$ cat src/hw/tlc_defines.svh
// Register map, field positions, reset values and limits of the transmit launch block
// How it works
// Writing one to the launch bit starts sending queued packets at once.
// Launch register bits 6..0 hold the seven-bit pending packet count.
// Host writes the launch register only while idle; reads any time.
// Launch register always reads back a one in the start bit.
// Count and start arrive in one write; new count serves this launch.
// Each completed packet decrements the pending packet count by one.
// Host can read the current pending packet count.
// No-halt select zero halts on sixteenth collision; one never halts.
// No-halt select one masks the resume bit entirely.
// Writing one to the resume bit restarts after a collision halt.
// In halt mode the resume bit clears itself before each packet.
// Discard select picks retry or drop for a packet hitting sixteen collisions.
// Halt mode, resume one, discard zero resends the failed packet.
// Every resume resets the collision counter, allowing sixteen more attempts.
// Skip-resume with nothing queued goes idle and sets transmit done.
// Count reaching zero returns to idle until a new start command.
`ifndef TLC_DEFINES_SVH
`define TLC_DEFINES_SVH

// ****************************************
// Byte offsets on the register bus
// ****************************************
`define TLC_ADR_LAUNCH   8'h00
`define TLC_ADR_COLLCTL  8'h04
`define TLC_ADR_STATUS   8'h08
`define TLC_ADR_CLEAR    8'h0C
`define TLC_ADR_ENABLE   8'h10
`define TLC_ADR_STATE    8'h14

// ****************************************
// Field positions
// ****************************************
`define TLC_START_BIT    7
`define TLC_COUNT_MSB    6
`define TLC_NOHALT_BIT   2
`define TLC_RESUME_BIT   1
`define TLC_DISCARD_BIT  0
`define TLC_ST_DONE      0
`define TLC_ST_HALT      1
`define TLC_ST_W         2

// ****************************************
// Reset values and limits
// ****************************************
`define TLC_COUNT_RST    7'h00
`define TLC_COUNT_ONE    7'h01
`define TLC_CTL_RST      3'h0
`define TLC_ST_RST       2'h0
`define TLC_COLL_LIMIT   16

`endif

$ cat src/hw/tlc_pkg.sv
// Types shared by the transmit launch block
package tlc_pkg;
	typedef enum logic [1:0]
	{
		TLC_IDLE = 2'b00,
		TLC_SEND = 2'b01,
		TLC_HALT = 2'b10
	} tlc_state_t;
endpackage

$ cat src/hw/tlc_seq_if.sv
// Signals between the register file and the transmit sequencer
`timescale 1ns/1ps
interface tlc_seq_if;
	logic                   launch;
	logic                   resumeReq;
	logic                   noHalt;
	logic                   discard;
	logic [6:0]             count;
	logic                   decCount;
	logic                   clearResume;
	logic                   doneEvt;
	logic                   haltEvt;
	logic                   sendReq;
	logic                   skipPkt;
	logic                   active;
	tlc_pkg::tlc_state_t    state;

	modport regs
	(
		output launch, resumeReq, noHalt, discard, count,
		input  decCount, clearResume, doneEvt, haltEvt, sendReq, skipPkt, active, state
	);
	modport seq
	(
		input  launch, resumeReq, noHalt, discard, count,
		output decCount, clearResume, doneEvt, haltEvt, sendReq, skipPkt, active, state
	);
endinterface

$ cat src/hw/tlc_tx_launch.sv
// Transmit launch and collision control registers on a classic Wishbone slave
`timescale 1ns/1ps
`include "tlc_defines.svh"
module tlc_tx_launch #(
	parameter int COLL_LIMIT = `TLC_COLL_LIMIT
)(
	input  wire logic        clk,
	input  wire logic        reset_n,
	input  wire logic        ce,
	input  wire logic        wb_cyc_i,
	input  wire logic        wb_stb_i,
	input  wire logic        wb_we_i,
	input  wire logic [7:0]  wb_adr_i,
	input  wire logic [3:0]  wb_sel_i,
	input  wire logic [31:0] wb_dat_i,
	output logic      [31:0] wb_dat_o,
	output logic             wb_ack_o,
	input  wire logic        pktSent,
	input  wire logic        pktCollision,
	output logic             sendReq,
	output logic             skipPkt,
	output logic             txActive,
	output logic             irq
);
	import tlc_pkg::*;

	// Count width is fixed at seven bits, so the register field must match
	generate
		if (`TLC_COUNT_MSB != 6)
		begin : g_bad_field
			$error("count field must be seven bits");
		end
	endgenerate

	tlc_seq_if sq ();

	// ****************************************
	// Register state
	// ****************************************
	logic [6:0]            pendingCount;
	logic [6:0]            next_pendingCount;
	logic                  launch;
	logic                  next_launch;
	logic                  noHalt;
	logic                  next_noHalt;
	logic                  resumeBit;
	logic                  next_resumeBit;
	logic                  discard;
	logic                  next_discard;
	logic [`TLC_ST_W-1:0]  status;
	logic [`TLC_ST_W-1:0]  next_status;
	logic [`TLC_ST_W-1:0]  irqEn;
	logic [`TLC_ST_W-1:0]  next_irqEn;
	logic [`TLC_ST_W-1:0]  events;
	logic [`TLC_ST_W-1:0]  clearMask;
	logic                  next_irq;
	logic                  next_ack;
	logic [31:0]           next_dat;
	logic                  req;
	logic                  wr;
	logic                  rd;
	logic                  wrLaunch;
	logic                  wrCtl;
	logic                  wrClear;
	logic                  wrEn;

	// ****************************************
	// Bus decode
	// ****************************************
	// Only the low byte lane carries data, so writes need sel bit 0
	assign req      = wb_cyc_i & wb_stb_i & !wb_ack_o;
	assign wr       = req & wb_we_i & wb_sel_i[0];
	assign rd       = req & !wb_we_i;
	// writes are taken whenever offered; the host keeps to idle
	assign wrLaunch = wr && (wb_adr_i == `TLC_ADR_LAUNCH);
	assign wrCtl    = wr && (wb_adr_i == `TLC_ADR_COLLCTL);
	assign wrClear  = wr && (wb_adr_i == `TLC_ADR_CLEAR);
	assign wrEn     = wr && (wb_adr_i == `TLC_ADR_ENABLE);

	// Status events from the sequencer
	assign events[`TLC_ST_DONE] = sq.doneEvt;
	assign events[`TLC_ST_HALT] = sq.haltEvt;
	assign clearMask = wrClear ? wb_dat_i[`TLC_ST_W-1:0] : `TLC_ST_RST;

	// ****************************************
	// Read mux
	// ****************************************
	// Unmapped offsets still answer, with zero, so the master never hangs
	always_comb
	begin
		next_dat = 32'h0000_0000;
		if (rd)
		begin
			unique case (wb_adr_i)
				`TLC_ADR_LAUNCH:
				begin
					// start bit reads one
					next_dat[`TLC_START_BIT] = 1'b1;
					// live packet count
					next_dat[`TLC_COUNT_MSB:0] = pendingCount;
				end
				`TLC_ADR_COLLCTL:
				begin
					next_dat[`TLC_NOHALT_BIT]  = noHalt;
					next_dat[`TLC_RESUME_BIT]  = resumeBit;
					next_dat[`TLC_DISCARD_BIT] = discard;
				end
				`TLC_ADR_STATUS:
					next_dat[`TLC_ST_W-1:0] = status;
				`TLC_ADR_ENABLE:
					next_dat[`TLC_ST_W-1:0] = irqEn;
				`TLC_ADR_STATE:
				begin
					next_dat[0] = sq.active;
					next_dat[1] = (sq.state == TLC_HALT);
				end
				default:
					next_dat = 32'h0000_0000;
			endcase
		end
	end

	// ****************************************
	// Register next values
	// ****************************************
	always_comb
	begin
		next_ack          = req;
		next_pendingCount = pendingCount;
		next_launch       = 1'b0;
		next_noHalt       = noHalt;
		next_resumeBit    = resumeBit;
		next_discard      = discard;
		next_irqEn        = irqEn;
		// count field
		// count and start in one write
		if (wrLaunch)
		begin
			next_pendingCount = wb_dat_i[`TLC_COUNT_MSB:0];
			// start pulse
			next_launch       = wb_dat_i[`TLC_START_BIT];
		end
		// count down per packet
		else if (sq.decCount)
			next_pendingCount = pendingCount - 7'h01;
		// A host write of the resume bit wins over the self clear
		if (wrCtl)
		begin
			next_noHalt    = wb_dat_i[`TLC_NOHALT_BIT];
			next_resumeBit = wb_dat_i[`TLC_RESUME_BIT];
			next_discard   = wb_dat_i[`TLC_DISCARD_BIT];
		end
		// self clear before each packet
		else if (sq.clearResume)
			next_resumeBit = 1'b0;
		if (wrEn)
			next_irqEn = wb_dat_i[`TLC_ST_W-1:0];
		// Set beats clear in the same cycle
		next_status = (status & ~clearMask) | events;
		next_irq    = |(next_status & next_irqEn);
	end

	// ****************************************
	// Registers
	// ****************************************
	always_ff @(posedge clk or negedge reset_n)
	begin
		if (!reset_n)
		begin
			wb_ack_o     <= 1'b0;
			wb_dat_o     <= 32'h0000_0000;
			pendingCount <= `TLC_COUNT_RST;
			launch       <= 1'b0;
			noHalt       <= 1'b0;
			resumeBit    <= 1'b0;
			discard      <= 1'b0;
			status       <= `TLC_ST_RST;
			irqEn        <= `TLC_ST_RST;
			irq          <= 1'b0;
		end
		else if (ce)
		begin
			wb_ack_o     <= next_ack;
			wb_dat_o     <= next_dat;
			pendingCount <= next_pendingCount;
			launch       <= next_launch;
			noHalt       <= next_noHalt;
			resumeBit    <= next_resumeBit;
			discard      <= next_discard;
			status       <= next_status;
			irqEn        <= next_irqEn;
			irq          <= next_irq;
		end
	end

	// ****************************************
	// Sequencer
	// ****************************************
	assign sq.launch    = launch;
	assign sq.count     = pendingCount;
	assign sq.noHalt    = noHalt;
	assign sq.resumeReq = resumeBit;
	assign sq.discard   = discard;

	tlc_tx_sequencer #(
		.COLL_LIMIT   (COLL_LIMIT)
	) u_seq (
		.clk          (clk),
		.reset_n      (reset_n),
		.ce           (ce),
		.pktSent      (pktSent),
		.pktCollision (pktCollision),
		.sq           (sq)
	);

	// Engine-facing outputs are sequencer flops
	assign sendReq  = sq.sendReq;
	assign skipPkt  = sq.skipPkt;
	assign txActive = sq.active;

	// ****************************************
	// Checks
	// ****************************************
	// start bit readback
	chk_start_readback: assert property (@(posedge clk) disable iff (!reset_n)
		ce && rd && wb_adr_i == `TLC_ADR_LAUNCH |=> wb_ack_o && wb_dat_o[`TLC_START_BIT])
		else $error("start bit read as zero");

	// live count readback
	chk_count_readback: assert property (@(posedge clk) disable iff (!reset_n)
		ce && rd && wb_adr_i == `TLC_ADR_LAUNCH
		|=> wb_dat_o[`TLC_COUNT_MSB:0] == $past(pendingCount))
		else $error("count read back wrong");

	// one write loads both
	chk_count_load: assert property (@(posedge clk) disable iff (!reset_n)
		ce && wrLaunch |=> pendingCount == $past(wb_dat_i[6:0]) && launch == $past(wb_dat_i[7]))
		else $error("launch write not taken");

	// count steps down
	chk_count_dec: assert property (@(posedge clk) disable iff (!reset_n)
		ce && sq.decCount && !wrLaunch |=> pendingCount == $past(pendingCount) - 7'h01)
		else $error("count not decremented");

	// prompt start
	chk_launch_start: assert property (@(posedge clk) disable iff (!reset_n)
		ce && wrLaunch && wb_dat_i[7] && wb_dat_i[6:0] != 7'h00 && !sq.active
		|=> ##1 sendReq)
		else $error("launch did not start sending");

	// self clear works
	chk_resume_clear: assert property (@(posedge clk) disable iff (!reset_n)
		sq.clearResume && !wrCtl |=> !resumeBit)
		else $error("resume bit not cleared");

	// resume bit untouched
	chk_resume_masked: assert property (@(posedge clk) disable iff (!reset_n)
		ce && noHalt && !wrCtl |=> resumeBit == $past(resumeBit))
		else $error("resume bit changed in continue mode");

	// idle stays quiet
	chk_idle_quiet: assert property (@(posedge clk) disable iff (!reset_n)
		ce && !sq.active && !launch |=> !sendReq && !sq.active)
		else $error("left idle without start");

	// Empty launch only reports done
	chk_zero_launch: assert property (@(posedge clk) disable iff (!reset_n)
		ce && launch && !sq.active && pendingCount == `TLC_COUNT_RST
		|=> status[`TLC_ST_DONE] && !sq.active)
		else $error("empty launch misbehaved");

	// Sticky done flag
	chk_status_sticky: assert property (@(posedge clk) disable iff (!reset_n)
		sq.doneEvt |=> status[`TLC_ST_DONE])
		else $error("done event lost");

	// Sticky halt flag
	chk_halt_flag: assert property (@(posedge clk) disable iff (!reset_n)
		sq.haltEvt |=> status[`TLC_ST_HALT])
		else $error("halt event lost");

	// Clear without a racing event
	chk_clear_done: assert property (@(posedge clk) disable iff (!reset_n)
		ce && wrClear && wb_dat_i[`TLC_ST_DONE] && !sq.doneEvt |=> !status[`TLC_ST_DONE])
		else $error("done flag not cleared");

	// Level interrupt follows enabled status
	chk_irq_level: assert property (@(posedge clk) disable iff (!reset_n)
		irq == |(status & irqEn))
		else $error("irq out of step with status");

	// Registered answer one cycle on
	chk_ack_follows: assert property (@(posedge clk) disable iff (!reset_n)
		ce && req |=> wb_ack_o)
		else $error("request not acknowledged");

	// Ack is a single pulse
	chk_ack_single: assert property (@(posedge clk) disable iff (!reset_n)
		ce && wb_ack_o |=> !wb_ack_o)
		else $error("ack held two cycles");

	// Read data is zero outside a read
	chk_dat_idle: assert property (@(posedge clk) disable iff (!reset_n)
		ce && !rd |=> wb_dat_o == 32'h0000_0000)
		else $error("read data not zero when idle");
endmodule

$ cat src/hw/tlc_tx_sequencer.sv
// Packet sequencer with collision counting, halt and resume
`timescale 1ns/1ps
`include "tlc_defines.svh"
module tlc_tx_sequencer #(
	parameter int COLL_LIMIT = `TLC_COLL_LIMIT
)(
	input  wire logic clk,
	input  wire logic reset_n,
	input  wire logic ce,
	input  wire logic pktSent,
	input  wire logic pktCollision,
	tlc_seq_if.seq    sq
);
	import tlc_pkg::*;

	localparam int CW = $clog2(COLL_LIMIT);

	// Counter must hold at least two attempts
	generate
		if (COLL_LIMIT < 2 || COLL_LIMIT > 256)
		begin : g_bad_limit
			$error("COLL_LIMIT out of range");
		end
	endgenerate

	tlc_state_t       state;
	tlc_state_t       next_state;
	logic [CW-1:0]    collCnt;
	logic [CW-1:0]    next_collCnt;
	logic             sendReq;
	logic             skipPkt;
	logic             active;
	logic             next_skip;
	logic             dec;
	logic             clr;
	logic             done;
	logic             halt;
	logic             lastPkt;
	logic             atLimit;

	assign lastPkt = (sq.count == `TLC_COUNT_ONE);
	assign atLimit = (collCnt == CW'(COLL_LIMIT - 1));

	// ****************************************
	// Next state
	// ****************************************
	// Decrement and event strobes are combinational so the count moves on the same edge
	always_comb
	begin
		next_state   = state;
		next_collCnt = collCnt;
		next_skip    = 1'b0;
		dec          = 1'b0;
		clr          = 1'b0;
		done         = 1'b0;
		halt         = 1'b0;
		unique case (state)
			TLC_IDLE:
			begin
				// start on launch
				if (sq.launch)
				begin
					if (sq.count != `TLC_COUNT_RST)
					begin
						next_state   = TLC_SEND;
						next_collCnt = '0;
						clr          = !sq.noHalt;
					end
					else
						done = 1'b1;
				end
			end
			TLC_SEND:
			begin
				// completed packet counts down
				if (pktSent)
				begin
					dec          = 1'b1;
					next_collCnt = '0;
					// last packet ends run
					if (lastPkt)
					begin
						next_state = TLC_IDLE;
						done       = 1'b1;
					end
					else
						// auto clear resume
						clr = !sq.noHalt;
				end
				else if (pktCollision)
				begin
					if (atLimit)
					begin
						next_collCnt = '0;
						// halt or continue
						if (!sq.noHalt)
						begin
							next_state = TLC_HALT;
							halt       = 1'b1;
						end
						// drop failed packet
						else if (sq.discard)
						begin
							next_skip = 1'b1;
							dec       = 1'b1;
							if (lastPkt)
							begin
								next_state = TLC_IDLE;
								done       = 1'b1;
							end
						end
					end
					else
						next_collCnt = collCnt + CW'(1);
				end
			end
			TLC_HALT:
			begin
				// resume masked in auto mode, which simply carries on
				// resume after halt
				if (sq.noHalt || sq.resumeReq)
				begin
					// fresh attempt budget
					next_collCnt = '0;
					if (sq.discard)
					begin
						next_skip = 1'b1;
						dec       = 1'b1;
					end
					// skip with nothing left
					if (sq.discard && lastPkt)
					begin
						next_state = TLC_IDLE;
						done       = 1'b1;
					end
					else
					begin
						// resend failed packet
						next_state = TLC_SEND;
						clr        = !sq.noHalt;
					end
				end
			end
			default:
				next_state = TLC_IDLE;
		endcase
	end

	// ****************************************
	// State registers
	// ****************************************
	always_ff @(posedge clk or negedge reset_n)
	begin
		if (!reset_n)
		begin
			state   <= TLC_IDLE;
			collCnt <= '0;
			sendReq <= 1'b0;
			skipPkt <= 1'b0;
			active  <= 1'b0;
		end
		else if (ce)
		begin
			state   <= next_state;
			collCnt <= next_collCnt;
			sendReq <= (next_state == TLC_SEND);
			skipPkt <= next_skip;
			active  <= (next_state != TLC_IDLE);
		end
	end

	// Strobes gated by the clock enable so a frozen cycle fires none of them
	assign sq.decCount    = dec & ce;
	assign sq.clearResume = clr & ce;
	assign sq.doneEvt     = done & ce;
	assign sq.haltEvt     = halt & ce;
	assign sq.sendReq     = sendReq;
	assign sq.skipPkt     = skipPkt;
	assign sq.active      = active;
	assign sq.state       = state;

	// ****************************************
	// Checks
	// ****************************************
	// halt at limit
	chk_halt_on_limit: assert property (@(posedge clk) disable iff (!reset_n)
		ce && state == TLC_SEND && !pktSent && pktCollision && atLimit && !sq.noHalt
		|=> state == TLC_HALT && !sendReq)
		else $error("no halt on collision limit");
	// continue never halts
	chk_never_halt: assert property (@(posedge clk) disable iff (!reset_n)
		ce && state == TLC_SEND && sq.noHalt |=> state != TLC_HALT)
		else $error("halted in continue mode");
	// halt needs resume
	chk_halt_holds: assert property (@(posedge clk) disable iff (!reset_n)
		state == TLC_HALT && !sq.noHalt && !sq.resumeReq |=> state == TLC_HALT)
		else $error("left halt without resume");
	// resume resends packet
	chk_resume_retry: assert property (@(posedge clk) disable iff (!reset_n)
		ce && state == TLC_HALT && sq.resumeReq && !sq.noHalt && !sq.discard
		|=> state == TLC_SEND && collCnt == '0 && !skipPkt)
		else $error("resume did not resend");
	// skip empties queue
	chk_skip_empty: assert property (@(posedge clk) disable iff (!reset_n)
		ce && state == TLC_HALT && sq.resumeReq && sq.discard && lastPkt
		|-> sq.doneEvt ##1 state == TLC_IDLE && skipPkt)
		else $error("skip with empty queue not idle");
	// idle at zero
	chk_idle_at_zero: assert property (@(posedge clk) disable iff (!reset_n)
		ce && state == TLC_SEND && pktSent && lastPkt
		|=> state == TLC_IDLE && !active && !sendReq)
		else $error("not idle after last packet");
endmodule

$ cat config.mk
export PLATFORM = sky130hd
export DESIGN_NAME = tlc_tx_launch
export DESIGN_NICKNAME = d
export VERILOG_FILES = /design/src/hw/tlc_pkg.sv /design/src/hw/tlc_seq_if.sv /design/src/hw/tlc_tx_launch.sv /design/src/hw/tlc_tx_sequencer.sv
export VERILOG_INCLUDE_DIRS = /design/src /design/src/hw
export SDC_FILE = /design/constraint.sdc
export NUM_CORES = 1
export LEC_CHECK = 0
export BUFFER_PORTS_ARGS = -buffer_cell sky130_fd_sc_hd__buf_2
export CORE_UTILIZATION = 49
export CTS_CLUSTER_SIZE = 14
export DETAILED_ROUTE_END_ITERATION = 7
export GPL_ROUTABILITY_DRIVEN = 0
export PLACE_DENSITY = 0.8
export REMOVE_ABC_BUFFERS = 1
export SKIP_LAST_GASP = 1
export SLEW_MARGIN = 20
export SYNTH_ARGS = -nofsm -noshare
export SYNTH_HDL_FRONTEND = slang
export SYNTH_HIERARCHICAL = 1
export SYNTH_SLANG_ARGS = --single-unit
$ cat constraint.sdc
create_clock -name clk -period 3.07 [get_ports clk]
set_clock_uncertainty 0.2 [all_clocks]
set_input_delay 0.307 -clock clk [delete_from_list [all_inputs] [get_ports clk]]
set_output_delay 0.307 -clock clk [all_outputs]
set_load 0.01 [all_outputs]
==> results.json <==
{
  "power.share.switching_pct": 30.6,
  "area_delta_synth_final_pct": 11.9,
  "die_w_um": 70.0,
  "avgSynthCellArea_sq_um": 9.11,
  "grt_max_degree": 35,
  "fmax_mhz": 368,
  "clkTransAtPathRegs_ps": 80,
  "min_path_cells": 3,
  "cts.sinks": 34,
  "first_global_vias": 1874,
  "cap_violations": 0,
  "worstMarginPinSlew_ps": 769,
  "synth_seq_cells": 34,
  "slowest_stage": "dfrtp_1",
  "required_ps": 3100,
  "syn_inst": 249,
  "dieArea_sq_um": 4910,
  "antenna_found_initial": 0,
  "yosys.cell_types.count": 56,
  "totalPowerFinal_w": 0.00118,
  "hold_violations": 0,
  "drive_above_1_share_pct": 22.4,
  "cts_tree": "built",
  "pwr-share-comb_pct": 21.0,
  "finalSetupViolations": 0,
  "power_density_nw_per_um2": 465,
  "internal_power_w": 0.000820,
  "placed_cell_area_sq_um": 2420,
  "cts_buffer_depth": 2,
  "dp_hpwl_mm": 3.69,
  "design_area_sq_um": 2540,
  "wirelength_mm": 5.10,
  "fin_nets": 347,
  "whs_endpoint": "launch$_DFFE_PN0P_",
  "rows": 24,
  "end_kind": "flip-flop",
  "cts_max_level": 2,
  "start_kind": "flip-flop",
  "firstDrtPassIters": 4,
  "outcome": "finished clean",
  "r2r_slack_ps": 350,
  "synth_edf_count": 0,
  "drt_drc_violations_left": 0,
  "cts-buffers-inserted": 5,
  "grt_overflow_total": 0,
  "vias_per_cell": 5.87,
  "cp_top_family": "simple AND/OR/NAND/NOR gates",
  "leakage_nw": 1.18,
  "min_from": "wb_dat_i[7]",
  "ys_async_sr_fraction_pct": 100,
  "rr_worst_depth": 9,
  "p_clk_share_pct": 34.8,
  "rsz0062_at_grt": "false",
  "yosysWarnings": 6,
  "io_buffers": 37,
  "clk_latency_ps": 290,
  "slowest_delay_ps": 450,
  "timing.rr.start": "u_seq/sq.state[1]$_DFFE_PN0P_",
  "routed-via-count": 2007,
  "drtIter0Drc": 85,
  "synthFlopType": "dfrtp_1",
  "ir_drop_v": 0.000367,
  "crit_type": "reg2reg",
  "cts_resized": 0,
  "power.switching_w": 0.000361,
  "grt_pass1_wl_mm": 8.67,
  "cts_root_buffer": "clkbuf_8",
  "critPathBufInv": 1,
  "cp_max_fo": 7,
  "min_path_type": "in2reg",
  "syn_area_sq_um": 2270,
  "io_pins": 89,
  "slew_viol_final": 0,
  "antenna_cells": 0,
  "ys_seq_area_share_pct": 37.5,
  "path_cells": "inv_1 -> ha_1 -> or2b_2 -> or3_2 -> nor2_1 -> or3_1 -> o31ai_1 -> o22ai_1 -> o21a_1",
  "fp.dieH_um": 70.0,
  "arrival_ps": 2750,
  "pwr-share-seq_pct": 44.3,
  "period_share_pct": 88.5,
  "r2r-end": "irq$_DFFE_PN0P_",
  "grt_usage_pct": 22.1,
  "core_sq_um": 4410,
  "wl_per_cell_um": 14.9,
  "fin_tns_setup_ps": 0,
  "initial_utilization_pct": 51.4,
  "fin_crit_ps": 2720,
  "final_antenna_net_count": 0,
  "slew_headroom_pct": 48.7
}
[Yosys cell counts (all sizes together), types with 2 or more instances]
library cell  instances  area (sq um)
nor2                 15          58.8
clkbuf                4          15.0
nand3b                2          15.0
a21o                  3          22.5
a22o                  5          43.8
or4                   4          33.8
nor4                  6          43.8
nand4b                2          17.5
o2bb2ai               5          43.8
dfrtp                34           851
a22oi                 7          52.6
or3                   7          45.1
nand2                16          60.1
o31ai                 2          15.0
o32a                  2          20.0
a21oi                13          68.8
and4                  2          17.5
o211ai                3          32.5
ha                    6          75.1
mux2i                 6          60.1
nand3                10          55.1
and3b                 2          17.5
nand2b                4          25.0
nand4                 6          37.5
buf                  27           193
nor3                  3          15.0
inv                  10          37.5
o21ai                23           119
mux2                  4          52.6
nor2b                 2          12.5
[power groups by stage]
stage	logic (W)	registers [W]	clock network, W
floorplan	0.000152	0.000528	0
global placement	0.000237	0.000529	0
detailed placement	0.000244	0.000531	0
CTS	0.000247	0.000523	0.000421
global route	0.000277	0.000530	0.000441
finish	0.000247	0.000523	0.000411
[sequential cells by signal, indices dropped and copies added (netlist names), 2 cells and up]
name	flops
irqEn	2
pendingCount	7
status	2
u_seq/collCnt	4
u_seq/sq.state	2
wb_dat_o	8
[how the worst max path moves through the flow]
stage	start	endpoint	slack [ps]	depth (start not counted)
4_1_cts	u_seq/sq.state[1]$_DFFE_PN0P_	irq$_DFFE_PN0P_	380	9
2_1_floorplan	wb_adr_i[5]	discard$_DFFE_PN0P_	710	4
3_3_place_gp	u_seq/sq.state[0]$_DFFE_PN0P_	irq$_DFFE_PN0P_	430	11
5_1_grt	u_seq/sq.state[1]$_DFFE_PN0P_	pendingCount[6]$_DFFE_PN0P_	150	11
6_report	u_seq/sq.state[1]$_DFFE_PN0P_	irq$_DFFE_PN0P_	350	9
3_5_place_dp	u_seq/sq.state[1]$_DFFE_PN0P_	irq$_DFFE_PN0P_	400	9
[cell type report]
type                       count  area, sq um
timing repair buffer          41          218
inverter                      10         37.5
clock buffer                   5         68.8
clock inverter                 3         40.0
tap                           52         65.1
multi-input combinational    197         1260
fill                         390         1880
sequential                    34          851
[repair_timing]
action	in CTS	in global routing
buffers inserted	0	0
endpoints found under the setup margin	0	0
hold endpoints to repair	34	0
hold buffers	1	0
[routing by layer]
| metal | share of wire, % | up-vias | track usage [%] |
|---|---|---|---|
| li1 | - | 959 | - |
| met1 | 46 | 964 | 29.5 |
| met2 | 47 | 75 | 35.1 |
| met3 | 5.4 | 9 | 4.76 |
| met4 | 1.5 | 0 | 8.00 |
| met5 | 0 | - | 0 |
[logic make-up after synthesis]
group                    share of synthesized area (%)
multiplexers                                      4.96
adder cells (fa/ha/maj)                           3.31
AO/OA/AOI/OAI                                     22.0
flip-flops                                        37.5
AND/OR/NAND/NOR                                   21.3
buffers and inverters                             10.8
other                                            0.165
[layout by cell type, fill, tap and decap left out, types with 4 or more instances in the layout]
cell,synthesis,routed
o21ai_0,14,14
clkbuf_8,0,5
o21ai_1,8,8
nand3_1,9,9
nor4_1,5,5
o2bb2ai_1,5,5
ha_1,6,6
a22o_1,5,5
buf_2,1,37
a21oi_1,12,12
nand2b_1,4,4
nand2_1,16,16
dfrtp_1,34,34
nand4_1,6,6
mux2i_1,6,6
conb_1,1,24
or3_1,6,6
nor2_1,14,14
inv_1,10,10
a22oi_1,7,7
[metrics by stage]
stage / cells / hold WS, ps / setup WS, ps / util, %
after global routing: 342 / 48.3 / 152 / 57.5
final: 342 / 60.5 / 353 / 57.5
after CTS: 342 / 51.2 / 380 / 57.5
after floorplan: 241 / -189 / 708 / -
after detailed placement: 333 / 237 / 403 / 54.8
after global placement: 333 / 225 / 432 / 54.8
[tightest hold or removal path: stages]
cell       delay [ps]
buf_2             100
nand2_1            60
o2bb2ai_1          60
(Power assumes the default switching activity.)
